$ cat src/include/cef_consts.svh
// Register indices, field positions, reset and force values of the event flags
`ifndef CEF_CONSTS_SVH
`define CEF_CONSTS_SVH

`define CEF_DATA_W      8
`define CEF_IDX_W       4
`define CEF_NUM_REGS    4'h4
`define CEF_IDX_CTRL    4'h0
`define CEF_IDX_CMD     4'h1
`define CEF_IDX_STATE   4'h2
`define CEF_IDX_FLAGS   4'h3

`define CEF_RESP_OKAY   2'h0
`define CEF_RESP_DECERR 2'h3

// control_reg fields
`define CEF_CR_RST      0
`define CEF_CR_RX_EN    1
`define CEF_CR_TX_EN    2
`define CEF_CR_FAULT_EN 3
`define CEF_CR_OVF_EN   4
`define CEF_CR_REF_ON   5
`define CEF_CR_DIAG     7
`define CEF_CR_RESET    8'h21
`define CEF_CR_FORCE0   8'h80
`define CEF_CR_RMASK    8'hbf

// command_reg fields
`define CEF_CMD_SEND    0
`define CEF_CMD_CANCEL  1
`define CEF_CMD_RXREL   2
`define CEF_CMD_OVFCLR  3
`define CEF_CMD_SLEEP   4
`define CEF_CMD_LINE1   6
`define CEF_CMD_LINE0   7
`define CEF_CMD_RESET   8'hcc
`define CEF_CMD_FORCE0  8'h13
`define CEF_CMD_FORCE1  8'h0c
`define CEF_CMD_RMASK   8'hdf

// event_flag_reg fields
`define CEF_FLAG_W      5
`define CEF_FL_RX       0
`define CEF_FL_TX       1
`define CEF_FL_FAULT    2
`define CEF_FL_OVF      3
`define CEF_FL_WAKE     4
`define CEF_FL_FORCE0   5'h0b

// Low six state_reg bits while reset request is high
`define CEF_SR_FORCED   6'h0c

`define CEF_BUSFREE_CNT 128

`endif

$ cat src/include/cef_pkg.sv
// Types shared by the event flag block and its register slave
package cef_pkg;
`include "cef_consts.svh"

    typedef struct packed {
        logic                    wr;
        logic [`CEF_IDX_W-1:0]   wr_idx;
        logic [`CEF_DATA_W-1:0]  wdata;
        logic                    rd;
        logic [`CEF_IDX_W-1:0]   rd_idx;
    } cef_reg_req_t;

    typedef struct packed {
        logic send_active;
        logic frame_incoming;
        logic tx_release;
        logic tx_done;
        logic rx_msg_avail;
        logic overrun_event;
        logic warn_level;
        logic bus_off_enter;
        logic bus_free;
    } cef_core_in_t;

    typedef enum logic [0:0] {
        CEF_REC_IDLE = 1'b0,
        CEF_REC_WAIT = 1'b1
    } cef_rec_t;

endpackage

$ cat src/rtl/cef_axil_slave.sv
// AXI4-Lite slave that turns bus transfers into register strobes
`timescale 1ns/1ps
`include "cef_consts.svh"

module cef_axil_slave #(
    parameter int ADDR_W = 8
) (
    input  wire logic                    aclk,
    input  wire logic                    aresetn,
    input  wire logic [ADDR_W-1:0]       s_axi_awaddr,
    input  wire logic                    s_axi_awvalid,
    output logic                         s_axi_awready,
    input  wire logic [31:0]             s_axi_wdata,
    input  wire logic [3:0]              s_axi_wstrb,
    input  wire logic                    s_axi_wvalid,
    output logic                         s_axi_wready,
    output logic [1:0]                   s_axi_bresp,
    output logic                         s_axi_bvalid,
    input  wire logic                    s_axi_bready,
    input  wire logic [ADDR_W-1:0]       s_axi_araddr,
    input  wire logic                    s_axi_arvalid,
    output logic                         s_axi_arready,
    output logic [31:0]                  s_axi_rdata,
    output logic [1:0]                   s_axi_rresp,
    output logic                         s_axi_rvalid,
    input  wire logic                    s_axi_rready,
    output cef_pkg::cef_reg_req_t        req,
    input  wire logic [`CEF_DATA_W-1:0]  rd_data
);

    logic wr_go;
    logic rd_go;
    logic wr_hit;
    logic rd_hit;

    // Word index must fall inside the register map, upper bits included
    assign wr_hit = (s_axi_awaddr[ADDR_W-1:2] < (ADDR_W-2)'(`CEF_NUM_REGS));
    assign rd_hit = (s_axi_araddr[ADDR_W-1:2] < (ADDR_W-2)'(`CEF_NUM_REGS));

    // Address and data are taken together once no response is pending
    assign s_axi_awready = s_axi_wvalid & ~s_axi_bvalid;
    assign s_axi_wready  = s_axi_awvalid & ~s_axi_bvalid;
    assign wr_go         = s_axi_awvalid & s_axi_wvalid & ~s_axi_bvalid;
    assign s_axi_arready = ~s_axi_rvalid;
    assign rd_go         = s_axi_arvalid & ~s_axi_rvalid;

    assign req.wr     = wr_go & wr_hit & s_axi_wstrb[0];
    assign req.wr_idx = s_axi_awaddr[`CEF_IDX_W+1:2];
    assign req.wdata  = s_axi_wdata[`CEF_DATA_W-1:0];
    assign req.rd     = rd_go & rd_hit;
    assign req.rd_idx = s_axi_araddr[`CEF_IDX_W+1:2];

    // ==========================================================
    // Write response
    always_ff @(posedge aclk) begin
        if (!aresetn) begin
            s_axi_bvalid <= 1'b0;
            s_axi_bresp  <= `CEF_RESP_OKAY;
        end else if (wr_go) begin
            s_axi_bvalid <= 1'b1;
            s_axi_bresp  <= wr_hit ? `CEF_RESP_OKAY : `CEF_RESP_DECERR;
        end else if (s_axi_bready) begin
            s_axi_bvalid <= 1'b0;
        end
    end

    // ==========================================================
    // Read data, captured at the address handshake
    always_ff @(posedge aclk) begin
        if (!aresetn) begin
            s_axi_rvalid <= 1'b0;
            s_axi_rdata  <= 32'h0;
            s_axi_rresp  <= `CEF_RESP_OKAY;
        end else if (rd_go) begin
            s_axi_rvalid <= 1'b1;
            s_axi_rdata  <= rd_hit ? {24'h0, rd_data} : 32'h0;
            s_axi_rresp  <= rd_hit ? `CEF_RESP_OKAY : `CEF_RESP_DECERR;
        end else if (s_axi_rready) begin
            s_axi_rvalid <= 1'b0;
        end
    end

endmodule

$ cat src/rtl/cef_event_flags.sv
// Event flag register, reset request effects and bus-off recovery
// How it works
// Interrupt line is high whenever any event flag bit is set.
// Any CPU read of the event flag register clears all its flags.
// Event flags sit at index 3, read only, bits 4..0, top reserved.
// Wake flag (bit 4) sets when the controller leaves sleep.
// Overflow flag (bit 3) sets, if enabled, on overrun of full buffers.
// Fault flag (bit 2) sets, if enabled, on link-off or warning change.
// Transmit flag (bit 1) sets, if enabled, on buffer-free rising.
// Receive flag (bit 0) sets, if enabled, on new received message.
// Overflow flag and overrun status set in the same cycle.
// Receive flag and receive-full status set in the same cycle.
// Reset request forces diag off, sleep/cancel/send low, clears high.
// Reset request forces idle, finished, free, clear statuses and clears the receive, transmit and overflow flags.
// External reset drives reference output and both line selects high.
// External reset clears link-off and error-warning statuses.
// After bus-off and reset request cleared, wait 128 bus-free events.
// Bus-off entry raises reset request until the CPU writes it low.
// Reserved flag bits read zero and writing the register has no effect.
//
// The AXI4-Lite slave port was left to the implementer.
`timescale 1ns/1ps
`include "cef_consts.svh"

module cef_event_flags #(
    parameter int ADDR_W     = 8,
    parameter int BUSFREE_N  = `CEF_BUSFREE_CNT
) (
    input  wire logic                    aclk,
    input  wire logic                    aresetn,
    input  wire logic [ADDR_W-1:0]       s_axi_awaddr,
    input  wire logic                    s_axi_awvalid,
    output logic                         s_axi_awready,
    input  wire logic [31:0]             s_axi_wdata,
    input  wire logic [3:0]              s_axi_wstrb,
    input  wire logic                    s_axi_wvalid,
    output logic                         s_axi_wready,
    output logic [1:0]                   s_axi_bresp,
    output logic                         s_axi_bvalid,
    input  wire logic                    s_axi_bready,
    input  wire logic [ADDR_W-1:0]       s_axi_araddr,
    input  wire logic                    s_axi_arvalid,
    output logic                         s_axi_arready,
    output logic [31:0]                  s_axi_rdata,
    output logic [1:0]                   s_axi_rresp,
    output logic                         s_axi_rvalid,
    input  wire logic                    s_axi_rready,
    input  wire cef_pkg::cef_core_in_t   core,
    output logic [`CEF_DATA_W-1:0]       control_reg,
    output logic [`CEF_DATA_W-1:0]       command_reg,
    output logic [`CEF_DATA_W-1:0]       state_reg,
    output logic                         counter_reset,
    output logic                         can_irq_line
);

    localparam int CNT_W = $clog2(BUSFREE_N + 1);

    cef_pkg::cef_reg_req_t        req;
    cef_pkg::cef_rec_t            rec_q;
    logic [`CEF_DATA_W-1:0]       rd_data;
    logic [`CEF_DATA_W-1:0]       cr_q;
    logic [`CEF_DATA_W-1:0]       cr_d;
    logic [`CEF_DATA_W-1:0]       cmd_q;
    logic [`CEF_DATA_W-1:0]       cmd_d;
    logic [`CEF_FLAG_W-1:0]       flag_q;
    logic [`CEF_FLAG_W-1:0]       flag_d;
    logic [`CEF_FLAG_W-1:0]       flag_set;
    logic [CNT_W-1:0]             cnt_q;
    logic                         rst_req;
    logic                         wr_cr;
    logic                         wr_cmd;
    logic                         rd_flags;
    logic                         last_free;
    logic                         sa_q;
    logic                         fi_q;
    logic                         tfin_q;
    logic                         tbf_q;
    logic                         tbf_d;
    logic                         ovr_q;
    logic                         rxf_q;
    logic                         off_q;
    logic                         off_d;
    logic                         ew_q;
    logic                         ew_d;

    cef_axil_slave #(
        .ADDR_W (ADDR_W)
    ) u_slave (
        .aclk          (aclk),
        .aresetn       (aresetn),
        .s_axi_awaddr  (s_axi_awaddr),
        .s_axi_awvalid (s_axi_awvalid),
        .s_axi_awready (s_axi_awready),
        .s_axi_wdata   (s_axi_wdata),
        .s_axi_wstrb   (s_axi_wstrb),
        .s_axi_wvalid  (s_axi_wvalid),
        .s_axi_wready  (s_axi_wready),
        .s_axi_bresp   (s_axi_bresp),
        .s_axi_bvalid  (s_axi_bvalid),
        .s_axi_bready  (s_axi_bready),
        .s_axi_araddr  (s_axi_araddr),
        .s_axi_arvalid (s_axi_arvalid),
        .s_axi_arready (s_axi_arready),
        .s_axi_rdata   (s_axi_rdata),
        .s_axi_rresp   (s_axi_rresp),
        .s_axi_rvalid  (s_axi_rvalid),
        .s_axi_rready  (s_axi_rready),
        .req           (req),
        .rd_data       (rd_data)
    );

    // ==========================================================
    // Register decode
    assign rst_req  = cr_q[`CEF_CR_RST];
    assign wr_cr    = req.wr && (req.wr_idx == `CEF_IDX_CTRL);
    assign wr_cmd   = req.wr && (req.wr_idx == `CEF_IDX_CMD);
    assign rd_flags = req.rd && (req.rd_idx == `CEF_IDX_FLAGS);

    assign control_reg = cr_q;
    assign command_reg = cmd_q;
    assign state_reg   = {off_q, ew_q, sa_q, fi_q,
                          tfin_q, tbf_q, ovr_q, rxf_q};

    always_comb begin
        unique case (req.rd_idx)
            `CEF_IDX_CTRL:  rd_data = cr_q & `CEF_CR_RMASK;
            `CEF_IDX_CMD:   rd_data = cmd_q & `CEF_CMD_RMASK;
            `CEF_IDX_STATE: rd_data = state_reg;
            `CEF_IDX_FLAGS: rd_data = {3'h0, flag_q};
            default:        rd_data = 8'h0;
        endcase
    end

    // ==========================================================
    // Control register: reset request, enables, diag mode
    always_comb begin
        cr_d = wr_cr ? req.wdata : cr_q;
        if (core.bus_off_enter) begin
            cr_d[`CEF_CR_RST] = 1'b1;
        end
        if (rst_req) begin
            cr_d = cr_d & ~`CEF_CR_FORCE0;
        end
    end

    always_ff @(posedge aclk) begin
        if (!aresetn) begin
            cr_q <= `CEF_CR_RESET;
        end else begin
            cr_q <= cr_d;
        end
    end

    // ==========================================================
    // Command register
    always_comb begin
        cmd_d = wr_cmd ? req.wdata : cmd_q;
        if (rst_req) begin
            cmd_d = (cmd_d & ~`CEF_CMD_FORCE0) | `CEF_CMD_FORCE1;
        end
    end

    always_ff @(posedge aclk) begin
        if (!aresetn) begin
            cmd_q <= `CEF_CMD_RESET;
        end else begin
            cmd_q <= cmd_d;
        end
    end

    // ==========================================================
    // Status bits
    always_comb begin
        tbf_d = tbf_q;
        if (rst_req || core.tx_release) begin
            tbf_d = 1'b1;
        end else if (wr_cmd && req.wdata[`CEF_CMD_SEND]) begin
            tbf_d = 1'b0;
        end
    end

    always_ff @(posedge aclk) begin
        if (!aresetn) begin
            sa_q   <= 1'b0;
            fi_q   <= 1'b0;
            tfin_q <= 1'b1;
            tbf_q  <= 1'b1;
            ovr_q  <= 1'b0;
            rxf_q  <= 1'b0;
        end else if (rst_req) begin
            sa_q   <= 1'b0;
            fi_q   <= 1'b0;
            tfin_q <= 1'b1;
            tbf_q  <= 1'b1;
            ovr_q  <= 1'b0;
            rxf_q  <= 1'b0;
        end else begin
            sa_q  <= core.send_active;
            fi_q  <= core.frame_incoming;
            tbf_q <= tbf_d;
            if (core.tx_done) begin
                tfin_q <= 1'b1;
            end else if (wr_cmd && req.wdata[`CEF_CMD_SEND]) begin
                tfin_q <= 1'b0;
            end
            if (core.overrun_event) begin
                ovr_q <= 1'b1;
            end else if (wr_cmd && req.wdata[`CEF_CMD_OVFCLR]) begin
                ovr_q <= 1'b0;
            end
            if (core.rx_msg_avail) begin
                rxf_q <= 1'b1;
            end else if (wr_cmd && req.wdata[`CEF_CMD_RXREL]) begin
                rxf_q <= 1'b0;
            end
        end
    end

    // ==========================================================
    // Link-off and error warning with bus-free recovery
    assign last_free = (rec_q == cef_pkg::CEF_REC_WAIT) && core.bus_free
                       && (cnt_q == CNT_W'(BUSFREE_N - 1));

    assign off_d = core.bus_off_enter ? 1'b1 : (last_free ? 1'b0 : off_q);
    assign ew_d  = last_free ? 1'b0 : core.warn_level;

    always_ff @(posedge aclk) begin
        if (!aresetn) begin
            off_q <= 1'b0;
            ew_q  <= 1'b0;
        end else begin
            off_q <= off_d;
            ew_q  <= ew_d;
        end
    end

    always_ff @(posedge aclk) begin
        if (!aresetn) begin
            rec_q <= cef_pkg::CEF_REC_IDLE;
            cnt_q <= '0;
        end else begin
            unique case (rec_q)
                cef_pkg::CEF_REC_IDLE: begin
                    cnt_q <= '0;
                    if (off_q && !rst_req) begin
                        rec_q <= cef_pkg::CEF_REC_WAIT;
                    end
                end
                cef_pkg::CEF_REC_WAIT: begin
                    if (rst_req || last_free) begin
                        rec_q <= cef_pkg::CEF_REC_IDLE;
                        cnt_q <= '0;
                    end else if (core.bus_free) begin
                        cnt_q <= cnt_q + CNT_W'(1);
                    end
                end
            endcase
        end
    end

    always_ff @(posedge aclk) begin
        if (!aresetn) begin
            counter_reset <= 1'b0;
        end else begin
            counter_reset <= last_free;
        end
    end

    // ==========================================================
    // Event flags
    always_comb begin
        flag_set = '0;
        flag_set[`CEF_FL_WAKE]  = cmd_q[`CEF_CMD_SLEEP]
                                  & ~cmd_d[`CEF_CMD_SLEEP];
        flag_set[`CEF_FL_OVF]   = cr_q[`CEF_CR_OVF_EN]
                                  & core.overrun_event;
        flag_set[`CEF_FL_FAULT] = cr_q[`CEF_CR_FAULT_EN]
                                  & ((off_d ^ off_q) | (ew_d ^ ew_q));
        flag_set[`CEF_FL_TX]    = cr_q[`CEF_CR_TX_EN]
                                  & tbf_d & ~tbf_q;
        flag_set[`CEF_FL_RX]    = cr_q[`CEF_CR_RX_EN]
                                  & core.rx_msg_avail;
        // A read clears, but an event in the same cycle survives
        flag_d = (flag_q & ~{`CEF_FLAG_W{rd_flags}}) | flag_set;
        if (rst_req) begin
            flag_d = flag_d & ~`CEF_FL_FORCE0;
        end
    end

    always_ff @(posedge aclk) begin
        if (!aresetn) begin
            flag_q <= '0;
        end else begin
            flag_q <= flag_d;
        end
    end

    assign can_irq_line = |flag_q;
endmodule

$ cat config.mk
export PLATFORM = sky130hd
export DESIGN_NAME = cef_event_flags
export DESIGN_NICKNAME = d
export VERILOG_FILES = /design/src/include/cef_pkg.sv /design/src/rtl/cef_axil_slave.sv /design/src/rtl/cef_event_flags.sv
export VERILOG_INCLUDE_DIRS = /design/src /design/src/include
export SDC_FILE = /design/constraint.sdc
export NUM_CORES = 1
export LEC_CHECK = 0
export BUFFER_PORTS_ARGS = -buffer_cell sky130_fd_sc_hd__buf_2
export CAP_MARGIN = 20
export CORE_ASPECT_RATIO = 1.2
export CORE_UTILIZATION = 41
export DETAILED_ROUTE_END_ITERATION = 7
export GPL_TIMING_DRIVEN = 0
export MAX_ROUTING_LAYER = met4
export PLACE_DENSITY_LB_ADDON = 0.08
export SYNTH_ARGS = -nofsm -noshare
export SYNTH_HDL_FRONTEND = slang
export SYNTH_HIERARCHICAL = 1
export SYNTH_SLANG_ARGS = --single-unit
export TNS_END_PERCENT = 20
$ cat constraint.sdc
create_clock -name aclk -period 1.8 [get_ports aclk]
set_input_delay 0.09 -clock aclk [delete_from_list [all_inputs] [get_ports aclk]]
set_output_delay 0.09 -clock aclk [all_outputs]
set_load 0.01 [all_outputs]
Word level (Yosys, flattened, before mapping) --
Index checks and enable logic that the tools add are counted.
Word-level totals: bits in registers 77, bits in latches 0, bits in writable memories 0, memory bits (read-only) 0, bits of input ports 68, output and inout port bits 67, logic and storage cells 105, memories 0
Cells by class: add/subtract/negate cells 1, multipliers 0, divide/modulo/power cells 0, magnitude comparators 2, equality and inequality tests 6, shift-type cells 0, mux-type cells 27, bitwise operators 26, reductions and logical operators 21
Operator list (number):
- 8-bit 2-to-1 mux | 5
- 8-bit one-hot mux with 4 select lines | 1
- 1-bit 2-to-1 mux | 16
- 8-bit one-hot mux with 2 select lines | 1
- 1-bit bitwise AND | 14
- 6-bit by 3-bit < comparator with 1-bit output, second input constant | 2
- 1-bit logical AND | 9
- 8-bit by 1-bit adder with 8-bit output, second input constant | 1
- 4-bit by 1-bit == test with 1-bit output, second input constant | 2
- 4-bit by 2-bit == test with 1-bit output, second input constant | 2
- 8-bit by 7-bit == test with 1-bit output, second input constant | 1
- 4-bit zero test | 2
- 2-bit nonzero test | 4
- 1-bit inverter | 6
- 5-bit bitwise AND | 1
- 5-bit 2-to-1 mux | 1
- 5-bit inverter | 1
- 5-bit OR | 1
- 5-bit OR reduction | 1
- 2-bit 2-to-1 mux | 2
- 3-bit by 2-bit inequality test with 1-bit output, second input constant | 1
- 3-bit OR reduction | 1
- 1-bit logical OR | 2
- 1-bit one-hot mux with 2 select lines | 1
- 4 further kinds | 5

Logic depth before layout (Yosys ltp) --
depth in word-level cells 11, depth in mapped cells 8, gate-level depth less buffers 6

Cells and area by module --
Netlist, hierarchy kept.
By module, submodules not included:
- cef_event_flags | instances 1, cells each 196, area an instance 1806.7 um^2, sequential area each 780.7 um^2
- cef_axil_slave | instances 1, cells each 100, area an instance 823.3 um^2, sequential area each 240.2 um^2

Worst setup path after synthesis --
Ideal clock, no wire load.
path kind register to register, start reg u_slave.s_axi_bvalid, end reg cr_q[0] (netlist: control_reg[0]), setup time 0.133 ns, arrival 1.741 ns, path slack -0.074 ns, cell stages (with the launch flop) 8, buffers on the path 1, period minus slack after synthesis 1.874 ns, path through dfxtp_1 -> and3b_1 -> and3_1 -> nor4b_4 -> and2b_2 -> buf_6 -> mux2i_1 -> nand3_1
RTL lines:
- start: declaration | RTL line cef_axil_slave.sv:18 | output logic s_axi_bvalid,
- start signal: assignment | RTL line cef_axil_slave.sv:57 | s_axi_bvalid <= 1'b0;
- start signal: assignment | RTL line cef_axil_slave.sv:60 | s_axi_bvalid <= 1'b1;
- start signal: assignment | RTL line cef_axil_slave.sv:63 | s_axi_bvalid <= 1'b0;
- end signal: assignment | RTL line cef_event_flags.sv:148 | cr_q <= `CEF_CR_RESET;
- end signal: assignment | RTL line cef_event_flags.sv:150 | cr_q <= cr_d;
- end: declaration | RTL line cef_event_flags.sv:61 | logic [`CEF_DATA_W-1:0] cr_q;

==> flow_metrics.py <==
metrics = {
    "global_route": {
        "grt_max_degree": 16,
        "grt_antenna_before_repair": 0,
        "grt_first_pass_wirelength_um": 9580,
        "grt-ovfl-total": 0,
        "first_global_vias": 2023,
        "grt_usage": 0.190,
    },
    "pwr": {
        "leakage_nw": 1.52,
        "power.density_nw_per_um2": 671,
        "vdd_drop_max_mv": 0.466,
    },
    "clock_tree": {
        "cts_buffers": 5,
        "cts.path.max_buffers": 2,
        "htree_levels": 2,
        "cts_tree": "yes",
        "cts_root_buffer": "clkbuf_8",
        "clk_latency_ns": 0.31,
        "cts.sinks": 51,
        "clk_pin_slew_ns": 0.09,
    },
    "status": {
        "status": "finished clean",
    },
    "layout": {
        "final_cell_mix": "buf_2, buf_4, dfxtp_1",
        "syn_to_final_growth_pct": 28.1,
        "drive_gt1_frac": 0.381,
        "antennaDiodeCount": 0,
        "final_area_um2": 3370,
        "postLayoutCoreUtil": 0.550,
        "final_common_cell": "buf_2",
        "nets": 470,
        "finalNonFillerCells": 484,
    },
    "timing": {
        "fin_skew_ns": 0.00400,
        "max_freq_mhz": 591,
        "finalCritPeriodShare": 0.940,
        "max_slew_margin": 0.634,
        "drv_slew": 0,
        "setup_viol": 0,
        "fin_setup_tns_ns": 0,
        "worst_pin_slew_ns": 0.549,
        "rsz0062_at_grt": "yes",
        "hold_viol": 0,
        "period_needed_ns": 1.69,
        "fin_worst_hold_slack_ns": 0.000643,
    },
    "synthesis": {
        "ys_types": 49,
        "synth-edff-count": 0,
        "muxShareOfSynthArea": 0.0847,
        "synthSimpleGateAreaFrac": 0.243,
        "synth-compound-area-share": 0.0871,
        "synth-xor-area-share": 0.0167,
        "avgSynthCellArea_um2": 8.89,
        "yosysSeqAreaShare": 0.388,
        "synth_cells": 296,
        "yosysWarnings": 6,
        "ys_seq_elements": 51,
        "synth_fa_ha_area_frac": 0.00476,
        "synth_top_family_by_area": "simple AND/OR/NAND/NOR gates",
        "syn_area_um2": 2630,
        "async_flop_share": 0,
        "ys.flop_type": "dfxtp_1",
    },
    "die": {
        "dieHeight_um": 89.7,
        "rows": 31,
        "die_area_um2": 6740,
        "die_x_um": 75.1,
        "ios": 135,
        "initial_core_util": 0.429,
        "coreArea_um2": 6130,
    },
    "worst_setup_path": {
        "worstSetupStartpointType": "flip-flop",
        "required_ns": 1.98,
        "r2r_start": "u_slave/s_axi_bvalid",
        "max_stage_delay_ns": 0.34,
        "cp_slowest_cell": "dfxtp_2",
        "crit_fanout": 8,
        "end_kind": "flip-flop",
        "reg2reg_slack_ns": 0.11,
        "path_cells": "and3b_2, and3_1, nor4b_4, and2b_2, buf_8, mux2i_1, nand3_1",
        "crit_arrival_ns": 1.87,
        "rr_endpoint": "control_reg[0]",
        "r2r_cells": 7,
        "crit_type": "flip-flop to flip-flop",
    },
    "route": {
        "drt_iter0_markers": 72,
        "vias": 2254,
        "drtPass1Iterations": 4,
        "wl_um": 5990,
        "ant_nets": 0,
        "wl_per_cell_um": 12.4,
        "route.detailed.drc": 0,
        "viasPerCell": 4.66,
    },
    "run": {
        "maxCapViolCount": 0,
    },
    "placed_design": {
        "dpl.hpwl_um": 4540,
        "dp_cells": 467,
        "gp_congestion": 0.819,
        "placed_cell_area_um2": 3150,
        "io_buffers": 66,
    },
    "worst_hold_path": {
        "worstHoldPathType": "primary input to flip-flop",
        "hold_start": "s_axi_wdata[5]",
        "whs_endpoint": "control_reg[5]",
        "min_path_cells": 3,
    },
}
-- logic make-up after synthesis --
kind of cell / after synthesis
simple gates: 120
buf+inv: 66
flops: 51
compound gates: 36
mux: 16
xor+xnor: 5
fa+ha+maj: 1
other cells: 1
-- layout make-up --
cell class | instances | area, um^2
buffer | 61 | 444
clock buffer | 6 | 82.6
clock inverter | 2 | 35.0
fill | 654 | 2760
inverter | 5 | 18.8
multi-input combinational | 202 | 1260
sequential | 51 | 1020
tap | 82 | 103
timing repair buffer | 75 | 408
-- cell usage after synthesis, drive strengths merged, types with 2 or more instances --
master / n / share of area
a21oi: 14 / 0.027
a22oi: 3 / 0.0086
and2: 9 / 0.022
and3: 2 / 0.0048
buf: 56 / 0.16
clkbuf: 5 / 0.011
dfxtp: 51 / 0.39
inv: 4 / 0.0057
mux2i: 11 / 0.042
mux4: 5 / 0.043
nand2: 28 / 0.041
nand2b: 2 / 0.0048
nand3: 16 / 0.030
nand4: 11 / 0.026
nor2: 31 / 0.045
nor2b: 5 / 0.012
nor3: 3 / 0.0057
nor3b: 2 / 0.0057
nor4: 3 / 0.015
o211a: 2 / 0.0076
o21ai: 9 / 0.017
or3: 2 / 0.0048
xnor2: 2 / 0.0067
xor2: 3 / 0.010
-- report_power, final --
| group | switching (mW) | internal [mW] | total, mW |
|---|---|---|---|
| clock network | 0.392 | 0.450 | 0.842 |
| registers | 0.00918 | 1.14 | 1.15 |
| logic | 0.131 | 0.142 | 0.274 |
-- how the worst max path moves through the flow --
| stage | depth (start not counted) | to | slack, ns | from |
|---|---|---|---|---|
| 6_report | 7 | control_reg[0] | 0.11 | u_slave/s_axi_bvalid |
| 5_1_grt | 5 | off_q | -0.03 | cnt_q[0] |
| 4_1_cts | 7 | control_reg[0] | 0.01 | u_slave/s_axi_bvalid |
| 3_5_place_dp | 7 | control_reg[0] | -0.33 | u_slave/s_axi_bvalid |
| 3_3_place_gp | 7 | control_reg[0] | -0.37 | u_slave/s_axi_bvalid |
| 2_1_floorplan | 7 | control_reg[0] | -0.03 | u_slave/s_axi_bvalid |
-- metrics by stage --
step	worst slack [ns]	power [mW]
finish	0.108	2.26
CTS	0.0121	2.27
detailed placement	-0.334	1.43
floorplan	-0.0311	1.36
global placement	-0.366	1.43
global route	-0.0326	2.33
-- critical path: cells and delay by family (launching register included) --
kind                   cells  cell delay, ns
and+or+nand+nor            5            0.89
DFF                        1            0.34
muxes                      1            0.18
buffers and inverters      1            0.15
-- per-layer routing --
layer	vias to the layer above	global-route usage	part of all wire
li1	1157	-	-
met1	1037	0.228	0.44
met2	54	0.318	0.50
met3	6	0.0381	0.042
met4	0	0.0472	0.011
met5	-	-	0
-- repair_timing --
item / 4_1_cts / 5_1_grt
resized for setup: 0 / 4
hold endpoints to repair: 4 / 0
setup endpoints to repair: 21 / 27
setup buffers: 3 / 2
hold buffers: 4 / 0
No activity file was read; power rests on OpenSTA's default activity.
